$ cat src/shared/efp_pkg.sv
// Package with constants, types and the behaviour summary of the earth-fault stages
// Operation
// - Differential trip asserts at once when differential current exceeds its start level.
// - Differential operate time is fixed, well inside the nominal 35 ms.
// - Neutral current above its level raises start output and yellow indicator.
// - Neutral trip asserts once operate time elapses with start still present.
// - A tripping stage drives its own indicator red.
// - Indicator config chooses self-reset or held start and trip indications.
// - Held indications clear on reset button or either remote clear command.
// - Active differential block prevents the differential stage from tripping.
// - Active neutral block prevents the neutral stage from tripping.
// - Routing group bits route external block inputs to the stages.
// - Routing group bits select which stage signals drive reclose starts.
// - Differential start level settable over 0,5...5% of rated current.
// - Neutral start level settable over 5...40% of rated current.
// - One selector switch chooses definite or inverse neutral characteristic.
// - Definite mode offers spans 0.1...1 s, 1...10 s, 10...100 s.
// - Two selector switches choose the active definite-time span.
// - In inverse mode the same two switches choose one of four curves.
// - With latching on, a trip stays asserted after current falls back.
// - Latched trip clears on step plus reset together, or either remote clear.
// - Differential and neutral trip latching each have their own switch.
// - Internal fault raises the alarm and blocks trip, start and reclose outputs; held indications stay lit.
// - Differential indicator shows red on trip only, no start indication.
// - Without latching, trip drops as soon as current falls below level.
package efp_pkg;
  // Register byte offsets
  localparam logic [7:0] REG_SELECT = 8'h00;
  localparam logic [7:0] REG_DIFF_LEVEL = 8'h04;
  localparam logic [7:0] REG_NEUT_LEVEL = 8'h08;
  localparam logic [7:0] REG_NEUT_TIME = 8'h0C;
  localparam logic [7:0] REG_COMMAND = 8'h10;
  localparam logic [7:0] REG_STATUS = 8'h14;
  // Front selector bits, bit n-1 is switch n
  localparam int SEL_DIFF_LATCH = 2;
  localparam int SEL_NEUT_LATCH = 3;
  localparam int SEL_INVERSE = 5;
  localparam int SEL_RANGE_LO = 6;
  // Indicator config bits, set means held
  localparam int IND_NEUT_START_HELD = 0;
  localparam int IND_NEUT_TRIP_HELD = 1;
  localparam int IND_DIFF_TRIP_HELD = 2;
  // Routing bits: [2:0] to diff block, [5:3] to neutral block
  localparam int ROUTE_DIFF_LO = 0;
  localparam int ROUTE_NEUT_LO = 3;
  localparam int ROUTE_A_FROM_TRIP = 6;
  localparam int ROUTE_B_FROM_NEUT = 7;
  // Command bits
  localparam int CMD_CLEAR_ALL = 0;
  localparam int CMD_CLEAR_IND = 1;
  // Level codes in tenths of a percent of rated current
  localparam logic [15:0] DIFF_LEVEL_MIN = 16'h0005;
  localparam logic [15:0] DIFF_LEVEL_MAX = 16'h0032;
  localparam logic [15:0] NEUT_LEVEL_MIN = 16'h0032;
  localparam logic [15:0] NEUT_LEVEL_MAX = 16'h0190;
  // Reset values
  localparam logic [23:0] SELECT_RESET = 24'h000000;
  localparam logic [15:0] DIFF_LEVEL_RESET = 16'h0005;
  localparam logic [15:0] NEUT_LEVEL_RESET = 16'h0032;
  localparam logic [3:0] MULT_RESET = 4'h1;
  // Timing
  localparam int CLK_HZ = 40_000_000;
  localparam int TICK_MS = 10;
  localparam int TICK_CYCLES = CLK_HZ / 1000 * TICK_MS;
  localparam int DIFF_OPERATE_MS = 35;
  localparam int RANGE0_BASE_MS = 100;
  localparam logic [11:0] RANGE0_TICKS = 12'(RANGE0_BASE_MS / TICK_MS);
  localparam logic [11:0] RANGE1_TICKS = 12'(RANGE0_BASE_MS * 10 / TICK_MS);
  localparam logic [11:0] RANGE2_TICKS = 12'(RANGE0_BASE_MS * 100 / TICK_MS);
  localparam logic [3:0] MULT_MIN = 4'h1;
  localparam logic [3:0] MULT_MAX = 4'hA;
  // Inverse curve constants, ticks per unit of excess current per level
  localparam logic [7:0] CURVE0 = 8'h0E;
  localparam logic [7:0] CURVE1 = 8'h1B;
  localparam logic [7:0] CURVE2 = 8'h50;
  localparam logic [7:0] CURVE3 = 8'hC8;

  typedef struct packed {
    logic [7:0] route;
    logic [7:0] ind;
    logic [7:0] front;
  } efp_select_t;

  typedef struct packed {
    logic alarm;
    logic neutRed;
    logic neutYellow;
    logic diffRed;
    logic recloseB;
    logic recloseA;
    logic neutStart;
    logic neutTrip;
    logic diffTrip;
  } efp_status_t;

  typedef enum logic [2:0] {
    BUS_IDLE = 3'b001,
    BUS_ANSWER = 3'b010,
    BUS_DONE = 3'b100
  } efp_bus_t;
endpackage

$ cat src/verilog/efp_op_timer.sv
// Neutral stage operate timer, definite or inverse characteristic
`timescale 1ns/1ps
module efp_op_timer
  import efp_pkg::*;
#(
  parameter int ACC_W = 32
) (
  input wire logic ref_clk,
  input wire logic rst,
  input wire logic run,
  input wire logic tick,
  input wire logic inverse,
  input wire logic [1:0] rangeSel,
  input wire logic [3:0] mult,
  input wire logic [15:0] excess,
  input wire logic [15:0] level,
  output logic expired
);
  logic [ACC_W-1:0] acc;
  logic [ACC_W-1:0] limit;
  logic [3:0] multUse;
  logic [11:0] rangeTicks;
  logic [7:0] curve;

  always_comb begin
    multUse = (mult < MULT_MIN) ? MULT_MIN : ((mult > MULT_MAX) ? MULT_MAX : mult);
    unique case (rangeSel)
      2'b00: rangeTicks = RANGE0_TICKS;
      2'b01: rangeTicks = RANGE1_TICKS;
      default: rangeTicks = RANGE2_TICKS;
    endcase
    unique case (rangeSel)
      2'b00: curve = CURVE0;
      2'b01: curve = CURVE1;
      2'b10: curve = CURVE2;
      default: curve = CURVE3;
    endcase
    if (inverse) begin
      limit = ACC_W'(multUse * curve * level);
    end else begin
      limit = ACC_W'(multUse * rangeTicks);
    end
  end

  // Definite mode counts ticks; inverse mode integrates excess current
  always_ff @(posedge ref_clk) begin
    if (rst || !run) begin
      acc <= '0;
    end else if (tick && !expired) begin
      acc <= inverse ? ACC_W'(acc + excess) : ACC_W'(acc + 1'b1);
    end
  end

  always_ff @(posedge ref_clk) begin
    if (rst || !run) begin
      expired <= 1'b0;
    end else begin
      expired <= (acc >= limit);
    end
  end
endmodule

$ cat src/verilog/efp_stages.sv
// Earth-fault differential and neutral protection stages with register slave
//
// The register offsets and register access over Avalon-MM were chosen for this implementation.
`timescale 1ns/1ps
module efp_stages
  import efp_pkg::*;
#(
  parameter int TICK_LEN = TICK_CYCLES
) (
  input wire logic ref_clk,
  input wire logic rst,
  input wire logic [7:0] address,
  input wire logic read,
  input wire logic write,
  input wire logic [31:0] writedata,
  output logic [31:0] readdata,
  output logic waitrequest,
  input wire logic [15:0] diffCurrent,
  input wire logic [15:0] neutralCurrent,
  input wire logic [2:0] blockIn,
  input wire logic resetButton,
  input wire logic stepButton,
  input wire logic internalFault,
  output logic diff_trip_out,
  output logic neutral_trip_out,
  output logic neutral_start_out,
  output logic reclose_start_a,
  output logic reclose_start_b,
  output logic alarmOut,
  output logic diffIndRed,
  output logic neutIndYellow,
  output logic neutIndRed
);
  efp_select_t selectReg;
  logic [15:0] diffLevel;
  logic [15:0] neutLevel;
  logic [3:0] neutMult;
  efp_bus_t busState;
  logic writeTake;
  logic remote_clear_all_cmd;
  logic remote_clear_ind_cmd;
  logic [19:0] tickCount;
  logic tick;
  logic diffOver;
  logic neutOver;
  logic diffBlock;
  logic neutBlock;
  logic diffLatch;
  logic neutLatch;
  logic diffTripRaw;
  logic neutTripRaw;
  logic timerExpired;
  logic faultHeld;
  logic clearLatch;
  logic clearInd;
  logic diffRedHeld;
  logic neutRedHeld;
  logic neutYellowHeld;
  logic [15:0] neutExcess;
  efp_status_t status;

  // Register slave: one wait cycle, then answer for one cycle
  always_ff @(posedge ref_clk) begin
    if (rst) begin
      busState <= BUS_IDLE;
    end else begin
      unique case (busState)
        BUS_IDLE: begin
          if (read || write) begin
            busState <= BUS_ANSWER;
          end
        end
        BUS_ANSWER: busState <= BUS_DONE;
        BUS_DONE: busState <= BUS_IDLE;
        default: busState <= BUS_IDLE;
      endcase
    end
  end

  always_ff @(posedge ref_clk) begin
    if (rst) begin
      waitrequest <= 1'b1;
    end else begin
      waitrequest <= !(busState == BUS_IDLE && (read || write));
    end
  end

  assign writeTake = write && (busState == BUS_ANSWER);

  always_ff @(posedge ref_clk) begin
    if (rst) begin
      readdata <= '0;
    end else if (busState == BUS_IDLE && read) begin
      unique case (address)
        REG_SELECT: readdata <= {8'h00, selectReg};
        REG_DIFF_LEVEL: readdata <= {16'h0000, diffLevel};
        REG_NEUT_LEVEL: readdata <= {16'h0000, neutLevel};
        REG_NEUT_TIME: readdata <= {28'h0000000, neutMult};
        REG_STATUS: readdata <= {23'h000000, status};
        default: readdata <= '0;
      endcase
    end
  end

  always_ff @(posedge ref_clk) begin
    if (rst) begin
      selectReg <= SELECT_RESET;
    end else if (writeTake && address == REG_SELECT) begin
      selectReg <= writedata[23:0];
    end
  end

  // Levels are clamped to their settable spans
  always_ff @(posedge ref_clk) begin
    if (rst) begin
      diffLevel <= DIFF_LEVEL_RESET;
    end else if (writeTake && address == REG_DIFF_LEVEL) begin
      if (writedata[15:0] < DIFF_LEVEL_MIN) begin
        diffLevel <= DIFF_LEVEL_MIN;
      end else if (writedata[15:0] > DIFF_LEVEL_MAX) begin
        diffLevel <= DIFF_LEVEL_MAX;
      end else begin
        diffLevel <= writedata[15:0];
      end
    end
  end

  always_ff @(posedge ref_clk) begin
    if (rst) begin
      neutLevel <= NEUT_LEVEL_RESET;
    end else if (writeTake && address == REG_NEUT_LEVEL) begin
      if (writedata[15:0] < NEUT_LEVEL_MIN) begin
        neutLevel <= NEUT_LEVEL_MIN;
      end else if (writedata[15:0] > NEUT_LEVEL_MAX) begin
        neutLevel <= NEUT_LEVEL_MAX;
      end else begin
        neutLevel <= writedata[15:0];
      end
    end
  end

  always_ff @(posedge ref_clk) begin
    if (rst) begin
      neutMult <= MULT_RESET;
    end else if (writeTake && address == REG_NEUT_TIME) begin
      neutMult <= writedata[3:0];
    end
  end

  // Remote clear commands are one-cycle pulses
  always_ff @(posedge ref_clk) begin
    if (rst) begin
      remote_clear_all_cmd <= 1'b0;
      remote_clear_ind_cmd <= 1'b0;
    end else begin
      remote_clear_all_cmd <= writeTake && address == REG_COMMAND && writedata[CMD_CLEAR_ALL];
      remote_clear_ind_cmd <= writeTake && address == REG_COMMAND && writedata[CMD_CLEAR_IND];
    end
  end

  assign clearLatch = (stepButton && resetButton) || remote_clear_all_cmd || remote_clear_ind_cmd;
  assign clearInd = resetButton || remote_clear_all_cmd || remote_clear_ind_cmd;

  // Time base for the operate timer
  always_ff @(posedge ref_clk) begin
    if (rst || tickCount == 20'(TICK_LEN - 1)) begin
      tickCount <= '0;
    end else begin
      tickCount <= tickCount + 20'h00001;
    end
  end

  always_ff @(posedge ref_clk) begin
    if (rst) begin
      tick <= 1'b0;
    end else begin
      tick <= (tickCount == 20'(TICK_LEN - 1));
    end
  end

  // Level comparisons and block routing
  assign diffOver = diffCurrent > diffLevel;
  assign neutOver = neutralCurrent > neutLevel;
  assign neutExcess = neutOver ? 16'(neutralCurrent - neutLevel) : 16'h0000;
  assign diffBlock = |(blockIn & selectReg.route[ROUTE_DIFF_LO +: 3]);
  assign neutBlock = |(blockIn & selectReg.route[ROUTE_NEUT_LO +: 3]);

  efp_op_timer #(
    .ACC_W(32)
  ) u_timer (
    .ref_clk(ref_clk),
    .rst(rst),
    .run(neutOver),
    .tick(tick),
    .inverse(selectReg.front[SEL_INVERSE]),
    .rangeSel(selectReg.front[SEL_RANGE_LO +: 2]),
    .mult(neutMult),
    .excess(neutExcess),
    .level(neutLevel),
    .expired(timerExpired)
  );

  // Trip conditions before latching; blocks suppress them outright
  assign diffTripRaw = diffOver && !diffBlock;
  assign neutTripRaw = neutOver && timerExpired && !neutBlock;

  // Trip latches: a new trip wins over a clear in the same cycle
  always_ff @(posedge ref_clk) begin
    if (rst) begin
      diffLatch <= 1'b0;
    end else begin
      diffLatch <= selectReg.front[SEL_DIFF_LATCH] && (diffTripRaw || (diffLatch && !clearLatch));
    end
  end

  always_ff @(posedge ref_clk) begin
    if (rst) begin
      neutLatch <= 1'b0;
    end else begin
      neutLatch <= selectReg.front[SEL_NEUT_LATCH] && (neutTripRaw || (neutLatch && !clearLatch));
    end
  end

  // Permanent fault is held until reset
  always_ff @(posedge ref_clk) begin
    if (rst) begin
      faultHeld <= 1'b0;
    end else begin
      faultHeld <= faultHeld || internalFault;
    end
  end

  // Relay outputs, all dropped while the self-supervision alarm stands
  always_ff @(posedge ref_clk) begin
    if (rst) begin
      diff_trip_out <= 1'b0;
      neutral_trip_out <= 1'b0;
      neutral_start_out <= 1'b0;
    end else begin
      diff_trip_out <= !faultHeld && !internalFault && !diffBlock && (diffTripRaw || diffLatch);
      neutral_trip_out <= !faultHeld && !internalFault && !neutBlock && (neutTripRaw || neutLatch);
      neutral_start_out <= !faultHeld && !internalFault && neutOver;
    end
  end

  always_ff @(posedge ref_clk) begin
    if (rst) begin
      reclose_start_a <= 1'b0;
      reclose_start_b <= 1'b0;
    end else begin
      reclose_start_a <= !faultHeld && !internalFault &&
        (selectReg.route[ROUTE_A_FROM_TRIP] ? (neutTripRaw || neutLatch) : neutOver);
      reclose_start_b <= !faultHeld && !internalFault &&
        (selectReg.route[ROUTE_B_FROM_NEUT] ? (neutTripRaw || neutLatch) : (diffTripRaw || diffLatch));
    end
  end

  always_ff @(posedge ref_clk) begin
    if (rst) begin
      alarmOut <= 1'b0;
    end else begin
      alarmOut <= faultHeld || internalFault;
    end
  end

  // Held indications; setting wins over a clear
  always_ff @(posedge ref_clk) begin
    if (rst) begin
      diffRedHeld <= 1'b0;
      neutRedHeld <= 1'b0;
      neutYellowHeld <= 1'b0;
    end else begin
      diffRedHeld <= selectReg.ind[IND_DIFF_TRIP_HELD] && (diff_trip_out || (diffRedHeld && !clearInd));
      neutRedHeld <= selectReg.ind[IND_NEUT_TRIP_HELD] && (neutral_trip_out || (neutRedHeld && !clearInd));
      neutYellowHeld <= selectReg.ind[IND_NEUT_START_HELD] &&
        (neutral_start_out || (neutYellowHeld && !clearInd));
    end
  end

  // Indicators: red overrides yellow on the neutral stage
  always_ff @(posedge ref_clk) begin
    if (rst) begin
      diffIndRed <= 1'b0;
      neutIndRed <= 1'b0;
      neutIndYellow <= 1'b0;
    end else begin
      diffIndRed <= diff_trip_out || diffRedHeld;
      neutIndRed <= neutral_trip_out || neutRedHeld;
      neutIndYellow <= !(neutral_trip_out || neutRedHeld) && (neutral_start_out || neutYellowHeld);
    end
  end

  always_comb begin
    status.alarm = alarmOut;
    status.neutRed = neutIndRed;
    status.neutYellow = neutIndYellow;
    status.diffRed = diffIndRed;
    status.recloseB = reclose_start_b;
    status.recloseA = reclose_start_a;
    status.neutStart = neutral_start_out;
    status.neutTrip = neutral_trip_out;
    status.diffTrip = diff_trip_out;
  end
endmodule

$ cat config.mk
export PLATFORM = sky130hd
export DESIGN_NAME = efp_stages
export DESIGN_NICKNAME = d
export VERILOG_FILES = /design/src/shared/efp_pkg.sv /design/src/verilog/efp_op_timer.sv /design/src/verilog/efp_stages.sv
export SDC_FILE = /design/constraint.sdc
export NUM_CORES = 1
export LEC_CHECK = 0
export BUFFER_PORTS_ARGS = -buffer_cell sky130_fd_sc_hd__buf_2
export CAP_MARGIN = 20
export CORE_MARGIN = 8
export CORE_UTILIZATION = 50
export DETAILED_ROUTE_END_ITERATION = 6
export PLACE_DENSITY = 0.68
export SETUP_SLACK_MARGIN = 0.02
export SYNTH_ARGS = -nofsm -noshare
export SYNTH_HDL_FRONTEND = slang
export SYNTH_SLANG_ARGS = --single-unit
export TNS_END_PERCENT = 100
$ cat constraint.sdc
create_clock -name ref_clk -period 33 [get_ports ref_clk]
set_input_delay 0 -clock ref_clk [delete_from_list [all_inputs] [get_ports ref_clk]]
set_output_delay 0 -clock ref_clk [all_outputs]
set_load 0.005 [all_outputs]
### Word-level counts from Yosys, hierarchy flattened

Index checks and enable logic that the tools add are counted.

| operators by class | value |
|---|---|
| add/sub/neg operators | 4 |
| multiply operators | 3 |
| magnitude comparators | 9 |
| equality and inequality tests | 11 |
| multiplexer cells | 16 |
| bitwise gates (word level) | 2 |
| reductions and logical operators | 66 |

Operator list:

| operator | number |
|---|---|
| $pmux W24 S5 | 1 |
| $mux W16 | 5 |
| $logic_and A1 B1 Y1 | 34 |
| $add A32 B1 Y32 const B | 1 |
| $add A32 B16 Y32 | 1 |
| $ge A32 B28 Y1 | 1 |
| $gt A16 B16 Y1 | 2 |
| $mux W32 | 1 |
| $mul A12 B16 Y28 | 1 |
| $mux W28 | 1 |
| $pmux W8 S3 | 1 |
| $add A20 B1 Y20 const B | 1 |
| $eq A20 B19 Y1 const B | 1 |
| $pmux W10 S2 | 1 |
| $logic_or A1 B1 Y1 | 18 |
| $eq A8 B4 Y1 const B | 2 |
| $eq A8 B5 Y1 const B | 2 |
| $gt A16 B6 Y1 const B | 1 |
| $gt A16 B9 Y1 const B | 1 |
| $lt A16 B3 Y1 const B | 1 |
| $lt A16 B6 Y1 const B | 1 |
| $sub A16 B16 Y16 | 1 |
| $mul A4 B10 Y14 | 1 |
| $mul A4 B8 Y12 | 1 |
| 17 further kinds | 30 |

| word-level totals | value |
|---|---|
| register bits | 166 |
| output and inout bits | 42 |
| logic and storage cells | 140 |

### Logic depth before layout (Yosys ltp)

Gate-level depths: netlist (run 1).

| depth | value |
|---|---|
| word-level depth | 7 |
| gate-level depth with buffers | 45 |
| mapped depth without buffers | 44 |

### By module

A second synthesis (run 1) with hierarchy kept.

| unflattened totals | value |
|---|---|
| cell total of the unflattened synthesis | 2,119 |
| area, all modules | 17,265.3 sq um |

Modules (own cells, without submodules):

| module | times used | cells each | area each (sq um) | sequential area each (sq um) |
|---|---|---|---|---|
| efp_op_timer | 1 | 1,359 | 10,978.0 | 660.6 |
| efp_stages | 1 | 760 | 6,287.3 | 2,502.4 |

### Worst setup path before layout (run 1)

No wires, ideal clock.

| timing path | value |
|---|---|
| path kind | reg2reg |
| from | register selectReg[6] in the netlist's numbering |
| to | register u_timer.expired |
| library setup time | 0.070 ns |
| arrival time | 10.348 ns |
| required time | 32.930 ns |
| path slack | 22.582 ns |
| stages on the path, launching flop included | 44 |
| path buffers | 1 |
| period minus slack after synthesis | 10.418 ns |
| cells stage by stage | dfxtp_1 -> inv_1 -> ha_1 -> nor2_1 -> nor3b_1 -> fa_1 -> inv_1 -> fa_1 -> inv_1 -> ha_1 -> nor2b_1 -> o21ai_0 -> a21boi_0 -> o21a_1 -> o21ai_0 -> nand2b_1 -> a21oi_1 -> buf_2 -> [8 not listed] -> ha_1 -> a21o_1 -> a221oi_2 -> o21ai_0 -> a211oi_2 -> o221ai_2 -> a2111o_1 -> a31oi_1 -> mux2_2 -> ha_1 -> nand4_1 -> nor2_1 -> nand2_1 -> nor4_1 -> o21ai_0 -> nand3_1 -> nor2_1 -> a21oi_1 |

| between the ends | value |
|---|---|
| longest elaborated chain between the ends | 6 |
| elaborated cells between the ends (all ways) | 10 |

Ends and longest elaborated chain:

| item | RTL line | text |
|---|---|---|
| from (decl) | efp_stages.sv:34 | `efp_select_t selectReg;` |
| from (signal assigned) | efp_stages.sv:109 | `selectReg <= writedata[23:0];` |
| $eq A2 B2 Y1, or another cell as far along | efp_op_timer.sv:32 | `unique case (rangeSel)` |
| $pmux W8 S3 | efp_op_timer.sv:32 |  |
| $mul A4 B8 Y12 | efp_op_timer.sv:39 | `limit = ACC_W'(multUse * curve * level);` |
| $mul A12 B16 Y28 | efp_op_timer.sv:39 |  |
| $mux W28 * | efp_op_timer.sv:38 | `if (inverse) begin` |
| $ge A32 B28 Y1 * | efp_op_timer.sv:58 | `expired <= (acc >= limit);` |
| to (signal assigned) | efp_op_timer.sv:58 |  |
| to (decl) | efp_op_timer.sv:17 | `output logic expired` |

Every way passes the cells marked *; elsewhere a longest branch is shown, timed or not.
A chain may end at the register's enable or synchronous reset.

### Worst setup path in the final report (run 1)

| timing path | value |
|---|---|
| from | register selectReg[7] in the netlist's numbering |
| to | register u_timer.expired |

Same word-level chain as after synthesis.

==> summary.txt, run 1 <==
Clock tree
  – Clock sinks: 158
  – Root Buffer: clkbuf_16
  – Max Root-Sink Buffers: 2
  – CTS tree: built
  – H-Tree Depth: 4
  – Clk slew on worst S/H paths: 80 ps
  – TritonCTS Buffers: 17
  – Clock insertion delay at the later pin of the skew report: 450 ps

Placement
  – Routability Congestion: 0.885
  – Detailed Place HPWL: 36700 um
  – Port bufs: 107

Critical path
  – CP Launch Type: register
  – FF-to-FF path depth: 43
  – CP endpoint kind: register
  – CP max stage cell: fa_1
  – Setup CP Type: register to register
  – Worst-path fanout max: 10
  – CP bufs+invs: 6
  – Critical path depth in cells: 43
  – Crit path required time: 33370 ps
  – Critical path's top delay family: adder cells
  – WP data arrival: 12360 ps
  – Most frequent CP cell: fa_1
  – CP max stage delay: 550 ps

Synthesis
  – Post-synth EDFFs: 0
  – Synth top area share: 18.6%
  – Top post-synthesis cells by count: 299 x inv_1, 290 x nand2_1, 191 x ha_1
  – Distinct cell type count after synthesis: 73
  – Seq/Total Area, Yosys: 18.3%
  – Ys flop type: dfxtp_1
  – Post-Syn Instances: 2127
  – Mapped Area: 17300 um^2
  – Avg Cell Area, Syn: 8.13 um^2
  – Fraction of registers with async set/reset: 0%
  – Synth area leaders: fa_1 19%, dfxtp_1 18%, ha_1 14%
  – Most common cell in the netlist: inv_1
  – Synth area leader: fa_1
  – Yosys warns: 0
  – #FFs+latches synth: 158

Timing
  – Worst slew pin tran: 1010 ps
  – Final Max Tran Viols: 0
  – Worst clock skew: 17.8 ps
  – Min Clock Period, post-route: 11990 ps
  – Total negative setup slack: 0 ps
  – RSZ-0062 raised after global routing: no
  – Final setup fails: 0
  – Fraction of the cycle the final worst path needs: 36.3%
  – FMAX: 83.4 MHz
  – Worst slew margin: 32.8%
  – Hold Vio Cnt, Final: 0

Routing
  – Total Wirelength: 47200 um
  – Routed WL per cell: 17.5 um
  – DRC viols: 0
  – Vias per std cell: 5.57
  – Routed Antenna Nets: 0
  – DR vias: 15000
  – DRT Pass-1 Iters: 5
  – DR iter-0 viols: 948

Power and ir drop
  – Worst VDD drop: 0.0317 mV
  – Internal: 312 uW
  – Clk pwr share: 47.1%
  – Power per cell area: 22.8 nW/um^2
  – P_sw: 126 uW
  – Power Total: 438 uW
  – Reg power frac: 44.3%
  – LEAKAGE: 9.04 nW
  – Logic pwr share: 8.6%
  – Switching part of the total power: 28.8%

Cells and area
  – Layout cell share with drive strength beyond 1: 8.70%
  – Layout filler cell count: 3104
  – P&R area growth vs syn: 11.3%
  – Fin nets: 2663

Floorplanning
  – Core ar.: 34300 um^2
  – Chip height: 202 um
  – Die area: 40800 um^2
  – Site row count: 68
  – Width of the chip: 202 um
  – Initial core utilization: 50.4%
  – IO Count: 124

Hold path
  – Hold Path Stages: 5
  – Min-Delay Path Class: input pin to register

Global route
  – GRT overflow: 0
  – Largest net degree at the start of global routing: 78
  – Number of global-route vias before repair: 14900
  – Wire length of the first global-routing pass: 76700 um
  – All-Layer GR Usage: 22.8%
  – Antenna violations before repair: 2

Job
  – Maxcap violations: 0

Outcome
  – Status: completed
[layout by cell type, fill, tap and decap left out, types with 53 or more instances in the layout]
cell type / count
fa_1: 161
buf_2: 107
inv_1: 299
nand2_1: 290
a21oi_1: 139
ha_1: 191
nor3_1: 53
o21ai_0: 64
nor2_1: 150
dfxtp_1: 158
[stage by stage]
stage,utilization [%],hold slack [ps],area [um^2],cells,setup WS (ps)
floorplan,-,122,17300,2134,22580
global placement,53.0,246,18200,2622,21260
detailed placement,53.1,249,18200,2623,21170
CTS,56.1,32.9,19200,2696,21090
global route,56.1,74.0,19200,2699,20270
finish,56.1,54.3,19200,2699,21010
[worst register-to-register path, delay by kind of cell, from the launching register on]
family | cells | cell delay (ps)
AOI/OAI and AO/OA | 13 | 3180
DFF | 1 | 380
and+or+nand+nor | 11 | 2250
muxes | 2 | 520
adders and majority gates | 11 | 5000
buffers and inverters | 6 | 630
[flip-flops by register name, summed over array words and instances, names as in the netlist, 3 cells and up]
signal	cells
u_timer.acc	32
readdata	24
selectReg	24
tickCount	20
diffLevel	16
neutLevel	16
neutMult	4
busState	3
[repair_timing]
action / CTS / global route
buffers inserted: 0 / 0
hold buffers: 41 / 0
endpoints found under the setup margin: 0 / 0
resized for setup: 0 / 0
hold endpoints to repair: 65 / 0
[power by group through the flow]
stage | clock network, mW | registers (mW) | logic, mW
after floorplan | 0 | 0.198 | 0.0203
after global placement | 0 | 0.198 | 0.0326
after detailed placement | 0 | 0.198 | 0.0337
after CTS | 0.209 | 0.194 | 0.0370
after global routing | 0.215 | 0.194 | 0.0410
final | 0.207 | 0.194 | 0.0376
[cells by family after synthesis]
family,after synthesis,share of synthesized area (%)
xor gates and xnor gates,77,3.90
adders and majority gates,352,32.5
DFF,158,18.3
buffers and inverters,388,8.70
AOI/OAI and AO/OA,370,13.5
and+or+nand+nor,737,20.2
other,1,0.0217
muxes,44,2.90
[metal layers]
metal | up-vias | global-route usage [%] | wire [um]
met1 | 7310 | 30.0 | 20800
met5 | - | 0 | 0
met2 | 436 | 38.0 | 22400
li1 | 7206 | - | -
met3 | 76 | 3.49 | 2790
met4 | 0 | 7.02 | 1230
[worst paths after layout]
path                     endpoint  slack [ps]          start
hold / removal       readdata[12]          50     address[4]
setup reg to reg  u_timer.expired       21010   selectReg[7]
setup / recovery  u_timer.expired       21010   selectReg[7]
hold reg to reg     selectReg[11]         450  selectReg[11]
[layout make-up]
class / instances / area (um^2) / share of cell area (%)
multi-input cells: 1588 / 12700 / 65.9
diodes: 2 / 5.00 / 0.0260
inverters: 299 / 1120 / 5.83
clock buffers: 17 / 425 / 2.21
well taps: 455 / 569 / 2.96
repair buffers: 165 / 1090 / 5.68
clock inverters: 15 / 188 / 0.975
flip-flops and latches: 158 / 3160 / 16.4
Power figures use the tool's default switching activity.
==> inputs of run 2 (changes only) <==
clock period = 11.3 ns   (was 33 ns; I/O delays follow)
==> run 2 against run 1 <==
  * Clock power increased to 2.9 times the previous value
  * First-iteration DRC count increased by 9.4%
  * Combinational power increased to 3.0 times the previous value
  * Non-clock buffer count increased by 11
  * Critical path depth unchanged
  * Sequential share of layout area decreased by 0.13 points
  * Sequential cell count unchanged
  * Utilization increased by 0.47 points
  * Die area unchanged
  * Global-route usage increased by 0.68 points
  * Worst hold slack got worse by 15 ps
  * Critical endpoint unchanged
  * Highest routed layer unchanged
==> summary.txt, run 2 (same netlist as run 1, synthesis figures left out) <==
Critical path
  – Flop2flop setup slack: 480 ps
  – CP endpoint kind: register
  – CP Launch Type: register
  – CP max stage delay: 550 ps
  – WP data arrival: 11200 ps
  – Worst r2r src: selectReg[6]
  – Crit path required time: 11670 ps
  – Setup CP Type: register to register
  – Critical path's top delay family: adder cells
  – CP bufs+invs: 6
  – FF-to-FF path depth: 43
  – CP max stage cell: fa_1
  – Most frequent CP cell: fa_1
  – R2R Path End: u_timer.expired
  – Worst-path fanout max: 6

Placement
  – Routability Congestion: 0.915
  – Port bufs: 107
  – Detailed Place HPWL: 37700 um
  – Pre-CTS setup slack: 72.7 ps
  – Placed Cells: 2631

Floorplanning
  – Core ar.: 34300 um^2
  – IO Count: 124
  – Initial core utilization: 50.4%
  – Die area: 40800 um^2
  – Chip height: 202 um
  – Width of the chip: 202 um
  – Site row count: 68

Timing
  – Min Clock Period, post-route: 10820 ps
  – Fraction of the cycle the final worst path needs: 95.8%
  – Hold slack: 38.8 ps
  – Worst setup margin: 476 ps
  – Worst clock skew: 18.1 ps
  – Hold Vio Cnt, Final: 0
  – Final setup fails: 0
  – Worst slew margin: 35.4%
  – FMAX: 92.4 MHz
  – Final Max Tran Viols: 0
  – Worst slew pin tran: 967 ps

Clock tree
  – CTS tree: built
  – TritonCTS Buffers: 17
  – Root Buffer: clkbuf_16
  – Clock sinks: 158
  – Clock insertion delay at the later pin of the skew report: 450 ps
  – Clk slew on worst S/H paths: 70 ps
  – H-Tree Depth: 4
  – Max Root-Sink Buffers: 2

Routing
  – Routed WL per cell: 17.9 um
  – DRC viols: 0
  – DRT Pass-1 Iters: 6
  – Vias per std cell: 5.65
  – DR vias: 15300
  – Routed Antenna Nets: 0
  – Total Wirelength: 48600 um
  – DR iter-0 viols: 1037

Hold path
  – Hold Path Stages: 4
  – Min-delay src: address[4]
  – Min-Delay Endpoint: remote_clear_ind_cmd
  – Min-Delay Path Class: input pin to register

Cells and area
  – Fin nets: 2674
  – Post-layout util: 56.6%
  – Area of the multi-input gates: 12700 um^2
  – Reg area: 3160 um^2
  – Max FFs per register: 32
  – Layout cell share with drive strength beyond 1: 9.54%
  – Commonest non-fill, non-tap cell in the layout: inv_1
  – Most frequent cells in the layout: 298 x inv_1, 290 x nand2_1, 189 x ha_1
  – Largest register by flop count: u_timer.acc
  – Top Registers: u_timer.acc (32), readdata (24), selectReg (24)
  – Layout filler cell count: 3110
  – P&R area growth vs syn: 12.2%
  – Finished Layout Cells: 2709

Global route
  – Antenna violations before repair: 1
  – Largest net degree at the start of global routing: 64
  – Wire length of the first global-routing pass: 78400 um
  – Number of global-route vias before repair: 15100
  – GRT overflow: 0
  – All-Layer GR Usage: 23.5%

Power and ir drop
  – Power per cell area: 66.1 nW/um^2
  – Worst VDD drop: 0.0837 mV
  – Power Total: 1.28 mW
  – LEAKAGE: 9.09 nW

Outcome
  – Status: completed

Job
  – Maxcap violations: 0
-- run 2: changes by cell type in the layout (fill, tap and decap cells not counted), moves of 2 or more --
cell,delta
buf_4,+11
clkinv_8,+2
dlygate4sd3_1,-2
ha_1,-2
ha_4,+2
xnor2_1,+2
xnor2_2,-2
-- run 2: worst max-delay path by stage --
stage                  from         endpoint  slack (ps)  cells past startpoint
2_1_floorplan  selectReg[6]  u_timer.expired         880                     43
3_3_place_gp   selectReg[6]  u_timer.expired         450                     43
3_5_place_dp   selectReg[6]  u_timer.expired          70                     43
6_report       selectReg[6]  u_timer.expired         480                     43
4_1_cts        selectReg[6]  u_timer.expired          60                     43
5_1_grt        selectReg[6]  u_timer.expired         -90                     43
-- run 2: metrics by stage --
stage | setup TNS, ps | area, um^2
final | 0 | 19400
after global routing | -88.7 | 19400
after global placement | 0 | 18200
after detailed placement | 0 | 18200
after CTS | 0 | 19300
after floorplan | 0 | 17300
-- run 2: metal layers --
metal,GRT usage [%],part of all wire [%]
met5,0,0
met1,30.8,43
met3,4.00,6.7
met2,39.2,47
met4,6.91,2.4
-- run 2: final cells by class --
| type | count | area share (%) |
|---|---|---|
| diodes | 1 | 0.0129 |
| clock buffers | 17 | 2.19 |
| clock inverters | 15 | 0.993 |
| repair buffers | 176 | 6.16 |
| well taps | 455 | 2.93 |
| inverters | 299 | 5.78 |
| flip-flops and latches | 158 | 16.3 |
| multi-input cells | 1588 | 65.6 |
-- run 2: power breakdown --
part / internal (mW) / leakage (nW) / switching (mW)
clock: 0.302 / 0.295 / 0.302
combinational: 0.0462 / 7.52 / 0.0648
sequential: 0.562 / 1.28 / 0.00469
total: 0.910 / 9.09 / 0.371
-- run 2: worst register-to-register path, delay by kind of cell (launching register included) --
family / cells / cell delay (ps)
muxes: 2 / 760
DFF: 1 / 420
adders and majority gates: 11 / 4830
and+or+nand+nor: 11 / 1510
AOI/OAI and AO/OA: 13 / 2860
buffers and inverters: 6 / 390
-- run 2: timing repair --
action / CTS / global route
cloned: 0 / 0
hold endpoints to repair: 59 / 0
pin swaps: 0 / 4
hold buffers: 39 / 0
buffers inserted: 0 / 5
gates resized for setup: 1 / 17
setup endpoints to repair: 1 / 1
